**src/rtl/dac_pkg.sv**
```systemverilog
// Constants and types for the codec root and function group verb unit.
package dac_pkg;
  localparam logic [11:0] VERB_GET_PARAM = 12'hf00;
  localparam logic [11:0] VERB_SET_POWER = 12'h705;
  localparam logic [11:0] VERB_GET_POWER = 12'hf05;
  localparam logic [11:0] VERB_SET_SUBSYS0 = 12'h720;
  localparam logic [11:0] VERB_GET_SUBSYS0 = 12'hf20;
  localparam logic [11:0] VERB_GET_SUBSYS3 = 12'hf23;
  localparam logic [11:0] VERB_SET_CLOCK = 12'h724;
  localparam logic [11:0] VERB_GET_CLOCK = 12'hf24;
  localparam logic [11:0] VERB_GET_CLK_ALT = 12'hf37;
  localparam logic [11:0] VERB_SET_VENDOR = 12'h781;
  localparam logic [11:0] VERB_GET_VENDOR = 12'hf81;
  localparam logic [11:0] VERB_GROUP_RESET = 12'h7ff;
  localparam logic [7:0]  NODE_ROOT   = 8'h00;
  localparam logic [7:0]  NODE_GROUP  = 8'h01;
  localparam logic [7:0]  NODE_VENDOR = 8'h0b;
  localparam logic [3:0]  NODE_FIRST_PIN = 4'h5;
  localparam logic [7:0]  PARAM_IDENT = 8'h00;
  localparam logic [7:0]  PARAM_REV   = 8'h02;
  localparam logic [7:0]  PARAM_CHILD = 8'h04;
  localparam logic [7:0]  PARAM_TYPE  = 8'h05;
  localparam logic [7:0]  PARAM_CAP   = 8'h08;
  localparam logic [7:0]  PARAM_POWER = 8'h0f;
  localparam logic [7:0]  PARAM_LINK  = 8'h16;
  localparam logic [31:0] REV_VALUE   = 32'h0010_0000;
  localparam logic [31:0] ROOT_CHILD  = 32'h0000_0001;
  localparam logic [31:0] GROUP_CHILD = 32'h0003_0007;
  localparam logic [31:0] GROUP_TYPE  = 32'h0000_0001;
  localparam logic [31:0] GROUP_CAP   = 32'h0000_0000;
  localparam logic [31:0] POWER_LEVELS = 32'hc000_0009;
  localparam logic [31:0] LINK_CAP    = 32'h0000_0018;
  localparam logic [31:0] PS_FIXED    = 32'h0000_0200;
  localparam int          PS_ACTUAL_LSB = 4;
  localparam logic [1:0]  PS_D0 = 2'h0;
  localparam logic [1:0]  PS_D3 = 2'h3;
  localparam logic [5:0]  CLOCK_RESET = 6'h10;
  localparam logic [7:0]  VENDOR_RESET = 8'h00;
  localparam int          VC_THREE = 0;
  localparam int          VC_MULTI = 1;
  localparam int          VC_WL_LSB = 2;
  localparam int          VC_FOURTH = 4;
  localparam int          VC_PORT_LSB = 6;
  localparam logic [1:0]  WL_ONE = 2'h1;
  localparam logic [1:0]  WL_TWO = 2'h2;
  localparam logic [2:0]  PINS_ONE = 3'h1;
  localparam logic [2:0]  PINS_THREE = 3'h3;
  localparam logic [2:0]  PINS_FOUR = 3'h4;

  typedef struct packed {
    logic [7:0]  node;
    logic [11:0] verb;
    logic [7:0]  payload;
  } dac_cmd_t;

  typedef struct packed {
    logic [2:0] pin_count;
    logic [1:0] port_select;
    logic [1:0] wl_count;
    logic [3:0] wl_first;
    logic       multistream;
    logic       any_map;
  } dac_map_t;
endpackage

```
**src/rtl/dac_verb_unit.sv**
```systemverilog
// Verb decoder for the codec root node, function group and vendor widget.
module dac_verb_unit #(
  parameter logic [15:0] MAKER_CODE = 16'h1a2b,  // Arbitrary value.
  parameter logic [15:0] PART_CODE  = 16'h0c3d,  // Arbitrary value.
  parameter logic [31:0] SUBSYS_ID_RESET = 32'h1a2b_0001  // Arbitrary value.
) (
  input  wire logic            clk_i,          // Codec clock.
  input  wire logic            rst_n_i,        // Link reset, active low.
  input  wire logic            cmd_valid_i,    // Verb present this cycle.
  input  wire dac_pkg::dac_cmd_t cmd_i,        // Node, verb, payload.
  output logic                 rsp_valid_o,    // Response strobe.
  output logic [31:0]          rsp_data_o,     // Response word.
  output dac_pkg::dac_map_t    node_map_o,     // Exposed widget layout.
  output logic [1:0]           power_level_o,  // Actual power state.
  output logic [5:0]           clock_select_o, // Codec clock select, six bits as written.
  output logic [31:0]          subsystem_id_o  // Subsystem identifier.
);

  // ----------------------------------------------------------------
  // Decode helpers
  // ----------------------------------------------------------------

  // True when the verb addresses the given node with the given code.
  function automatic logic hit(input dac_pkg::dac_cmd_t c,
                               input logic [7:0] node,
                               input logic [11:0] verb);
    hit = (c.node == node) && (c.verb == verb);
  endfunction

  // Widget layout implied by a vendor control value.
  function automatic dac_pkg::dac_map_t layout(input logic [7:0] v);
    dac_pkg::dac_map_t m;
    logic [1:0] wl;
    m = '0;
    wl = v[dac_pkg::VC_WL_LSB +: 2];
    m.port_select = v[dac_pkg::VC_PORT_LSB +: 2];
    m.multistream = v[dac_pkg::VC_THREE] & v[dac_pkg::VC_MULTI];
    m.pin_count = dac_pkg::PINS_ONE;
    if (v[dac_pkg::VC_THREE])
    begin
      m.pin_count = v[dac_pkg::VC_FOURTH] ? dac_pkg::PINS_FOUR
                                          : dac_pkg::PINS_THREE;
      // Three pins alone map 1:1; the others allow any-to-any.
      m.any_map = v[dac_pkg::VC_MULTI] | v[dac_pkg::VC_FOURTH];
    end
    // Wireless widgets follow the last pin widget.
    m.wl_first = dac_pkg::NODE_FIRST_PIN + {1'b0, m.pin_count};
    if (m.multistream && (wl == dac_pkg::WL_ONE || wl == dac_pkg::WL_TWO))
    begin
      m.wl_count = wl;
    end
    layout = m;
  endfunction

  logic       grp_reset;
  logic       set_power;
  logic       set_clock;
  logic       set_vendor;
  logic [7:0] pay;

  assign pay = cmd_i.payload;
  // Group reset acts only on the function group node.
  assign grp_reset = cmd_valid_i &&
    hit(cmd_i, dac_pkg::NODE_GROUP, dac_pkg::VERB_GROUP_RESET);
  assign set_power = cmd_valid_i &&
    hit(cmd_i, dac_pkg::NODE_GROUP, dac_pkg::VERB_SET_POWER);
  assign set_clock = cmd_valid_i &&
    hit(cmd_i, dac_pkg::NODE_GROUP, dac_pkg::VERB_SET_CLOCK);
  assign set_vendor = cmd_valid_i &&
    hit(cmd_i, dac_pkg::NODE_VENDOR, dac_pkg::VERB_SET_VENDOR);

  // ----------------------------------------------------------------
  // Stored controls
  // ----------------------------------------------------------------

  logic [7:0] vendor_q;
  logic [1:0] req_q;

  // Vendor control; the group reset returns it to the plain layout.
  always_ff @(posedge clk_i or negedge rst_n_i)
  begin
    if (!rst_n_i)
      vendor_q <= dac_pkg::VENDOR_RESET;
    else if (grp_reset)
      vendor_q <= dac_pkg::VENDOR_RESET;
    else if (set_vendor)
      vendor_q <= pay;
  end

  // Layout is registered so the map output comes from a flip-flop.
  always_ff @(posedge clk_i or negedge rst_n_i)
  begin
    if (!rst_n_i)
      node_map_o <= '0;
    else
      node_map_o <= layout(vendor_q);
  end

  // Requested state is echoed as written, reset to D3.
  always_ff @(posedge clk_i or negedge rst_n_i)
  begin
    if (!rst_n_i)
      req_q <= dac_pkg::PS_D3;
    else if (grp_reset)
      req_q <= dac_pkg::PS_D3;
    else if (set_power)
      req_q <= pay[1:0];
  end

  // Actual state moves only on a legal request or a group reset; D1 and D2 are unsupported,
  // so a stray code leaves the node where it was.
  always_ff @(posedge clk_i or negedge rst_n_i)
  begin
    if (!rst_n_i)
      power_level_o <= dac_pkg::PS_D3;
    else if (grp_reset)
      power_level_o <= dac_pkg::PS_D3;
    else if (set_power && (pay[1:0] == dac_pkg::PS_D0 ||
                           pay[1:0] == dac_pkg::PS_D3))
      power_level_o <= pay[1:0];
  end

  // Clock selection keeps the six selector bits; bits 7:6 are dropped.
  always_ff @(posedge clk_i or negedge rst_n_i)
  begin
    if (!rst_n_i)
      clock_select_o <= dac_pkg::CLOCK_RESET;
    else if (grp_reset)
      clock_select_o <= dac_pkg::CLOCK_RESET;
    else if (set_clock)
      clock_select_o <= pay[5:0];
  end

  // One byte lane of the identifier per set verb.
  for (genvar i = 0; i < 4; i++)
  begin : g_subsys
    always_ff @(posedge clk_i or negedge rst_n_i)
    begin
      if (!rst_n_i)
        subsystem_id_o[8*i +: 8] <= SUBSYS_ID_RESET[8*i +: 8];
      else if (grp_reset)
        subsystem_id_o[8*i +: 8] <= SUBSYS_ID_RESET[8*i +: 8];
      else if (cmd_valid_i && hit(cmd_i, dac_pkg::NODE_GROUP,
               dac_pkg::VERB_SET_SUBSYS0 + 12'(i)))
        subsystem_id_o[8*i +: 8] <= pay;
    end
  end

  // ----------------------------------------------------------------
  // Response
  // ----------------------------------------------------------------

  logic [31:0] rsp_d;
  logic [31:0] ps_report;

  assign ps_report = dac_pkg::PS_FIXED |
    (32'(power_level_o) << dac_pkg::PS_ACTUAL_LSB) | 32'(req_q);

  // Anything not decoded below answers zero, never stale data.
  always_comb
  begin
    rsp_d = '0;
    if (cmd_i.node == dac_pkg::NODE_ROOT)
    begin
      if (cmd_i.verb == dac_pkg::VERB_GET_PARAM)
      begin
        case (pay)
          dac_pkg::PARAM_IDENT: rsp_d = {MAKER_CODE, PART_CODE};
          dac_pkg::PARAM_REV:   rsp_d = dac_pkg::REV_VALUE;
          dac_pkg::PARAM_CHILD: rsp_d = dac_pkg::ROOT_CHILD;
          default:              rsp_d = '0;
        endcase
      end
    end
    else if (cmd_i.node == dac_pkg::NODE_GROUP)
    begin
      case (cmd_i.verb)
        dac_pkg::VERB_GET_PARAM:
        begin
          case (pay)
            dac_pkg::PARAM_CHILD: rsp_d = dac_pkg::GROUP_CHILD;
            dac_pkg::PARAM_TYPE:  rsp_d = dac_pkg::GROUP_TYPE;
            dac_pkg::PARAM_CAP:   rsp_d = dac_pkg::GROUP_CAP;
            dac_pkg::PARAM_POWER: rsp_d = dac_pkg::POWER_LEVELS;
            dac_pkg::PARAM_LINK:  rsp_d = dac_pkg::LINK_CAP;
            default:              rsp_d = '0;
          endcase
        end
        dac_pkg::VERB_GET_POWER: rsp_d = ps_report;
        dac_pkg::VERB_GET_CLOCK,
        dac_pkg::VERB_GET_CLK_ALT: rsp_d = 32'(clock_select_o);
        default:
        begin
          // All four identifier gets return the whole word.
          if (cmd_i.verb >= dac_pkg::VERB_GET_SUBSYS0 &&
              cmd_i.verb <= dac_pkg::VERB_GET_SUBSYS3)
            rsp_d = subsystem_id_o;
        end
      endcase
    end
    else if (cmd_i.node == dac_pkg::NODE_VENDOR)
    begin
      if (cmd_i.verb == dac_pkg::VERB_GET_VENDOR)
        rsp_d = {24'h0, vendor_q};
    end
  end

  // Every verb gets exactly one answer, one cycle later.
  always_ff @(posedge clk_i or negedge rst_n_i)
  begin
    if (!rst_n_i)
    begin
      rsp_valid_o <= 1'b0;
      rsp_data_o  <= '0;
    end
    else
    begin
      rsp_valid_o <= cmd_valid_i;
      rsp_data_o  <= cmd_valid_i ? rsp_d : '0;
    end
  end

  // ----------------------------------------------------------------
  // Checks
  // ----------------------------------------------------------------

  logic get_root;
  logic get_group;
  assign get_root = cmd_valid_i &&
    hit(cmd_i, dac_pkg::NODE_ROOT, dac_pkg::VERB_GET_PARAM);
  assign get_group = cmd_valid_i &&
    hit(cmd_i, dac_pkg::NODE_GROUP, dac_pkg::VERB_GET_PARAM);
endmodule

```
**config.mk**
```make
export PLATFORM = sky130hd
export DESIGN_NAME = dac_verb_unit
export DESIGN_NICKNAME = d
export VERILOG_FILES = /design/src/rtl/dac_pkg.sv /design/src/rtl/dac_verb_unit.sv
export SDC_FILE = /design/constraint.sdc
export NUM_CORES = 1
export LEC_CHECK = 0
export ABC_AREA = 1
export BUFFER_PORTS_ARGS = -buffer_cell sky130_fd_sc_hd__buf_4
export CAP_MARGIN = 20
export CELL_PAD_IN_SITES_DETAIL_PLACEMENT = 0
export CELL_PAD_IN_SITES_GLOBAL_PLACEMENT = 1
export CORE_MARGIN = 2
export CORE_UTILIZATION = 41
export DETAILED_ROUTE_END_ITERATION = 12
export GPL_TIMING_DRIVEN = 0
export PLACE_DENSITY_LB_ADDON = 0.1
export SETUP_SLACK_MARGIN = 0.02
export SYNTH_ARGS = -nofsm -noshare
export SYNTH_HDL_FRONTEND = slang
export SYNTH_SLANG_ARGS = --single-unit
```
**constraint.sdc**
```tcl
create_clock -name clk_i -period 2.83 [get_ports clk_i]
set_input_delay 0.283 -clock clk_i [delete_from_list [all_inputs] [get_ports clk_i]]
set_output_delay 0.283 -clock clk_i [all_outputs]
set_load 0.02 [all_outputs]
```
== After elaboration in Yosys (flattened, before gate mapping) ==
Cells that the tools add are included.

* Input bits: 31
* Logic and storage cells: 108
* Register bits: 96
* Output and inout port bits: 86

* Add/subtract/negate cells: 1
* Bitwise logic cells: 3
* Order comparisons: 2
* Reductions and logical operators: 33
* Muxes and demuxes: 30
* Equal/unequal tests: 23

{| class="wikitable"
|+ Operators with widths
! operator !! count
|-
| $mux W32 || 5
|-
| $pmux W32 S4 || 1
|-
| $eq A12 B11 Y1 const B || 8
|-
| $mux W8 || 12
|-
| $pmux W32 S3 || 1
|-
| $pmux W29 S3 || 1
|-
| $eq A12 B12 Y1 const B || 5
|-
| $logic_and A1 B1 Y1 || 19
|-
| $eq A8 B3 Y1 const B || 2
|-
| $eq A8 B4 Y1 const B || 2
|-
| $logic_not A8 Y1 || 2
|-
| $reduce_bool A2 Y1 || 8
|-
| $ge A12 B12 Y1 const B || 1
|-
| $le A12 B12 Y1 const B || 1
|-
| $mux W6 || 2
|-
| $mux W2 || 5
|-
| $or A10 B2 Y10 || 1
|-
| $eq A8 B1 Y1 const B || 1
|-
| $eq A8 B2 Y1 const B || 1
|-
| $eq A8 B5 Y1 const B || 1
|-
| $mux W3 || 2
|-
| $add A3 B3 Y4 const A || 1
|-
| $eq A2 B2 Y1 const B || 2
|-
| $eq A2 B1 Y1 const B || 1
|-
| 6 further kinds || 7
|}

== Logic depth before layout (Yosys ltp) ==
* Depth after elaboration: 7
* Mapped depth: 12
* Mapped depth without buffers: 11

== Worst setup path before layout ==
OpenSTA, ideal clock, no wires.

* Kind: input to register
* Start point: in cmd_i[23] in the netlist's numbering
* End point: reg subsystem_id_o[7]
* Setup slack: 1.228 ns
* Data required time: 2.713 ns
* Cell stages on the path: 11
* Arrival time: 1.485 ns
* Path buffers: 1
* Setup time: 0.117 ns
* Path through: inv_1 -> nand2_1 -> nor3_4 -> nand2_4 -> nor2_4 -> inv_2 -> buf_6 -> nand2_2 -> nand2_1 -> o21ai_1 -> inv_1

* Cells in the longest elaborated chain, start to end: 4
* Elaborated cells between the ends (all ways): 7
* Classes of those cells: eq/ne: 1; mux: 1; reduce/logical: 5

{| class="wikitable"
|+ Ends and longest elaborated chain
! item !! line !! RTL
|-
| start: declaration || dac_verb_unit.sv:10 || <nowiki>input wire dac_pkg::dac_cmd_t cmd_i,</nowiki>
|-
| $eq A8 B1 Y1 (*) || - ||
|-
| $logic_and A1 B1 Y1 || dac_verb_unit.sv:27 || <nowiki>hit = (c.node == node) && (c.verb == verb);</nowiki>
|-
| $logic_and A1 B1 Y1, on equally long branches || dac_verb_unit.sv:63, dac_verb_unit.sv:143 ||
|-
| $mux W8 or $reduce_bool A2 Y1 (tied branches) || - ||
|-
| end signal: indexed assignment || dac_verb_unit.sv:140 || <nowiki>subsystem_id_o[8*i +: 8] <= SUBSYS_ID_RESET[8*i +: 8];</nowiki>
|-
| end signal: indexed assignment || dac_verb_unit.sv:142 || <nowiki>subsystem_id_o[8*i +: 8] <= SUBSYS_ID_RESET[8*i +: 8];</nowiki>
|-
| end signal: indexed assignment || dac_verb_unit.sv:145 || <nowiki>subsystem_id_o[8*i +: 8] <= pay;</nowiki>
|-
| end: declaration || dac_verb_unit.sv:16 || <nowiki>output logic [31:0] subsystem_id_o</nowiki>
|}

Mark *: on every way between the ends. The rest lies on a longest branch, timed or not.
A chain may end at the register's enable or synchronous reset.

== Worst setup path after layout ==
* Start point: in cmd_i[14] in the netlist's numbering
* End point: reg rsp_data_o[30]

* Cells in the longest elaborated chain, start to end: 7
* Elaborated cells between the ends (all ways): 13
* Classes of those cells: order compare: 2; eq/ne: 4; mux: 5; reduce/logical: 2

{| class="wikitable"
|+ Ends and longest elaborated chain
! item !! line !! RTL
|-
| $ge A12 B12 Y1 or $le A12 B12 Y1 (tied branches) || dac_verb_unit.sv:195, dac_verb_unit.sv:196 ||
|-
| $logic_and A1 B1 Y1 || dac_verb_unit.sv:195 || <nowiki>if (cmd_i.verb >= dac_pkg::VERB_GET_SUBSYS0 &&</nowiki>
|-
| $mux W32 || dac_verb_unit.sv:195 ||
|-
| $pmux W32 S3 (*) || dac_verb_unit.sv:177 || <nowiki>case (cmd_i.verb)</nowiki>
|-
| $mux W32 (*) || dac_verb_unit.sv:175 || <nowiki>else if (cmd_i.node == dac_pkg::NODE_GROUP)</nowiki>
|-
| $mux W32 (*) || dac_verb_unit.sv:163 || <nowiki>if (cmd_i.node == dac_pkg::NODE_ROOT)</nowiki>
|-
| $mux W32 (*) || dac_verb_unit.sv:219 || <nowiki>rsp_data_o <= cmd_valid_i ? rsp_d : '0;</nowiki>
|-
| end signal: assignment || dac_verb_unit.sv:219 ||
|-
| end: declaration || dac_verb_unit.sv:12 || <nowiki>output logic [31:0] rsp_data_o,</nowiki>
|}

Marks and branches as above.

==> results.sh <==
export IMPL_vias_per_cell=4.84
export IMPL_timing_final_crit_share=0.631
export IMPL_place_area_mm2=0.00553
export IMPL_path_cells="buf_4 > inv_1 > nand2_1 > nor2_1 > nand2_1 > a21oi_1 > nor2_1 > o21ai_0 > nor2_1"
export IMPL_dp_cells=811
export IMPL_critPathCaptureType="register"
export IMPL_path_clk_slew_ns=0.11
export IMPL_gr_total_overflow=0
export IMPL_syn_nets=589
export IMPL_peakVddDrop_v=0.000205
export IMPL_fin_skew_ns=0.0155
export IMPL_coreArea_mm2=0.0107
export IMPL_async_flop_share=1.00
export IMPL_cpMaxStageDelayCell="nor2_1"
export IMPL_grt_pass1_wl_mm=19.8
export IMPL_maxClockFrequency_ghz=0.560
export IMPL_cts_setup_buffers=0
export IMPL_power_uw=2370
export IMPL_final_max_slew_viol_count=0
export IMPL_seq_area_frac_synth=0.538
export IMPL_finalHoldViolations=0
export IMPL_worstPathArrival_ns=2.05
export IMPL_wl_per_cell_um=15.1
export IMPL_yosys_area_top_type="dfrtp_1"
export IMPL_rsz0062_at_grt="no"
export IMPL_htree_levels=3
export IMPL_place_hpwl_mm=9.89
export IMPL_diodes=0
export IMPL_ios=117
export IMPL_dr_total_vias=4005
export IMPL_cts_path_max_buffers=2
export IMPL_slowest_delay_ns=0.35
export IMPL_r2r_cells=6
export IMPL_powerDensity_mw_per_mm2=414
export IMPL_ys_warn_count=0
export IMPL_yosysTopAreaCellShare=0.461
export IMPL_placementRows=38
export IMPL_io_buffers=116
export IMPL_area_growth_pct=28.5
export IMPL_yosysMostFrequentCell="nand2_1"
export IMPL_route_final_wire_length_mm=12.5
export IMPL_initial_core_util=0.416
export IMPL_cts_root_buf="clkbuf_8"
export IMPL_swShare=0.263
export IMPL_cts_resized=0
export IMPL_hold_path_class="in -> reg"
export IMPL_power_leakage_uw=0.00317
export IMPL_yosys_top_cells_area="dfrtp_1 46%, nand2_1 12%, dfstp_2 7.7%"
export IMPL_fin_cells=828
export IMPL_syn_inst=554
export IMPL_start_kind="input pin"
export IMPL_synth_edff_count=0
export IMPL_grt_max_degree=72
export IMPL_globalRouteTotalUtil=0.226
export IMPL_detail_route_antenna_nets=0
export IMPL_clkPwrFrac=0.362
export IMPL_p_int_uw=1750
export IMPL_period_needed_ns=1.79
export IMPL_die_width_um=108
export IMPL_yosys_cell_types_count=32
export IMPL_cts_tree="done"
export IMPL_setup_viol=0
export IMPL_power_frac_seq=0.573
export IMPL_setup_worst_path_class="in -> reg"
export IMPL_gp_congestion=0.900
export IMPL_drt_pass1_iter_count=4
export IMPL_antenna_found_initial=0
export IMPL_cts_buffers=9
export IMPL_crit_fanout=6
export IMPL_synth_area_mm2=0.00445
export IMPL_fin_tns_setup_ns=0
export IMPL_holdWs_ns=0.0480
export IMPL_insertion_delay_ns=0.38
export IMPL_synth_commonest_cells="138 x nand2_1, 82 x dfrtp_1, 75 x inv_1, 71 x nor2_1, 33 x nand3_1"
export IMPL_die_y_um=108
export IMPL_cpMostUsedCell="nor2_1"
export IMPL_fin_nets=718
export IMPL_min_path_cells=1
export IMPL_avgSynthCellArea_um2=8.04
export IMPL_cp_required_ns=3.09
export IMPL_tightest_slew_ns=0.630
export IMPL_ys_ff_latch=95
export IMPL_switchingPower_uw=623
export IMPL_status="finished, final reports clean"
export IMPL_grt_pass1_vias=3814
export IMPL_cts_num_sinks=95
export IMPL_comb_power_share=0.064
export IMPL_drt_iter0_markers=198
export IMPL_cap_violations=0
export IMPL_final_area_mm2=0.00572
export IMPL_drc_errors=0
export IMPL_synth_ff_type="dfrtp_1"
export IMPL_drive_gt1_frac=0.257
export IMPL_relSlewSlack=0.578
export IMPL_cts_hold_buf=1
export IMPL_die_area_mm2=0.0117
## sequential cells by signal, indices dropped and copies added (netlist names)
register        cells
rsp_valid_o         1
clock_select_o      6
power_level_o       2
rsp_data_o         32
req_q               2
subsystem_id_o     32
vendor_q            8
node_map_o         12
## cell type report
type	count	area, um^2
flip-flops and latches	95	2390
clock buffers	9	124
plain buffers	15	88.8
inverters	82	308
repair buffers	118	908
multi-input cells	362	1660
well taps	140	175
fillers	1052	4970
clock inverters	7	62.6
## worst paths after layout
check / start / to / slack (ns)
min in group asynchronous: rst_n_i / clock_select_o[0] / 0.35
min reg2reg: vendor_q[7] / node_map_o[9] / 0.42
max in group asynchronous: rst_n_i / subsystem_id_o[16] / 1.79
min: cmd_valid_i / rsp_valid_o / 0.05
max reg2reg: req_q[0] / rsp_data_o[0] / 1.64
max: cmd_i[14] / rsp_data_o[30] / 1.04
## power by group through the flow
stage	sequential [uW]	clock, uW	combinational, uW
6_report	1360	859	152
5_1_grt	1360	946	172
4_1_cts	1360	877	154
3_5_place_dp	1390	0	153
3_3_place_gp	1390	0	146
2_1_floorplan	1390	0	50.3
## metal layers
metal / GRT usage / wire, um
met1: 0.302 / 5560
met2: 0.368 / 6090
met3: 0.0464 / 680
met4: 0.0778 / 216
met5: 0 / 0
## worst max-delay path, delay by kind of cell
| family | cells | cell delay [ns] |
|---|---|---|
| simple gates | 5 | 0.89 |
| compound gates | 2 | 0.67 |
| buf+inv | 2 | 0.19 |
## through the flow
stage                      util  setup slack (ns)
final                     0.535              1.04
after global routing      0.535             0.821
after CTS                 0.535              1.08
after detailed placement  0.517             0.677
after global placement    0.514             0.667
after floorplan               -              1.23
## cell families after synthesis
group	share of synthesized area
simple gates	0.268
buf+inv	0.0891
flops	0.538
fa+ha+maj	0.0112
compound gates	0.0938
## cells in the final DEF (no fill, tap or decap), drive strengths merged, types with 2 or more instances in the layout
cell type and count:
buf 127, ha 4, dfrtp 82, nor3 10
nand3 33, nand4 11, a31oi 3, a21oi 30
clkbuf 14, nor2 74, nand2 147, o22ai 3
clkinv 5, o31ai 2, inv 84, o21ai 40
dfstp 13
Note: power is estimated with default switching activity, not from simulation.
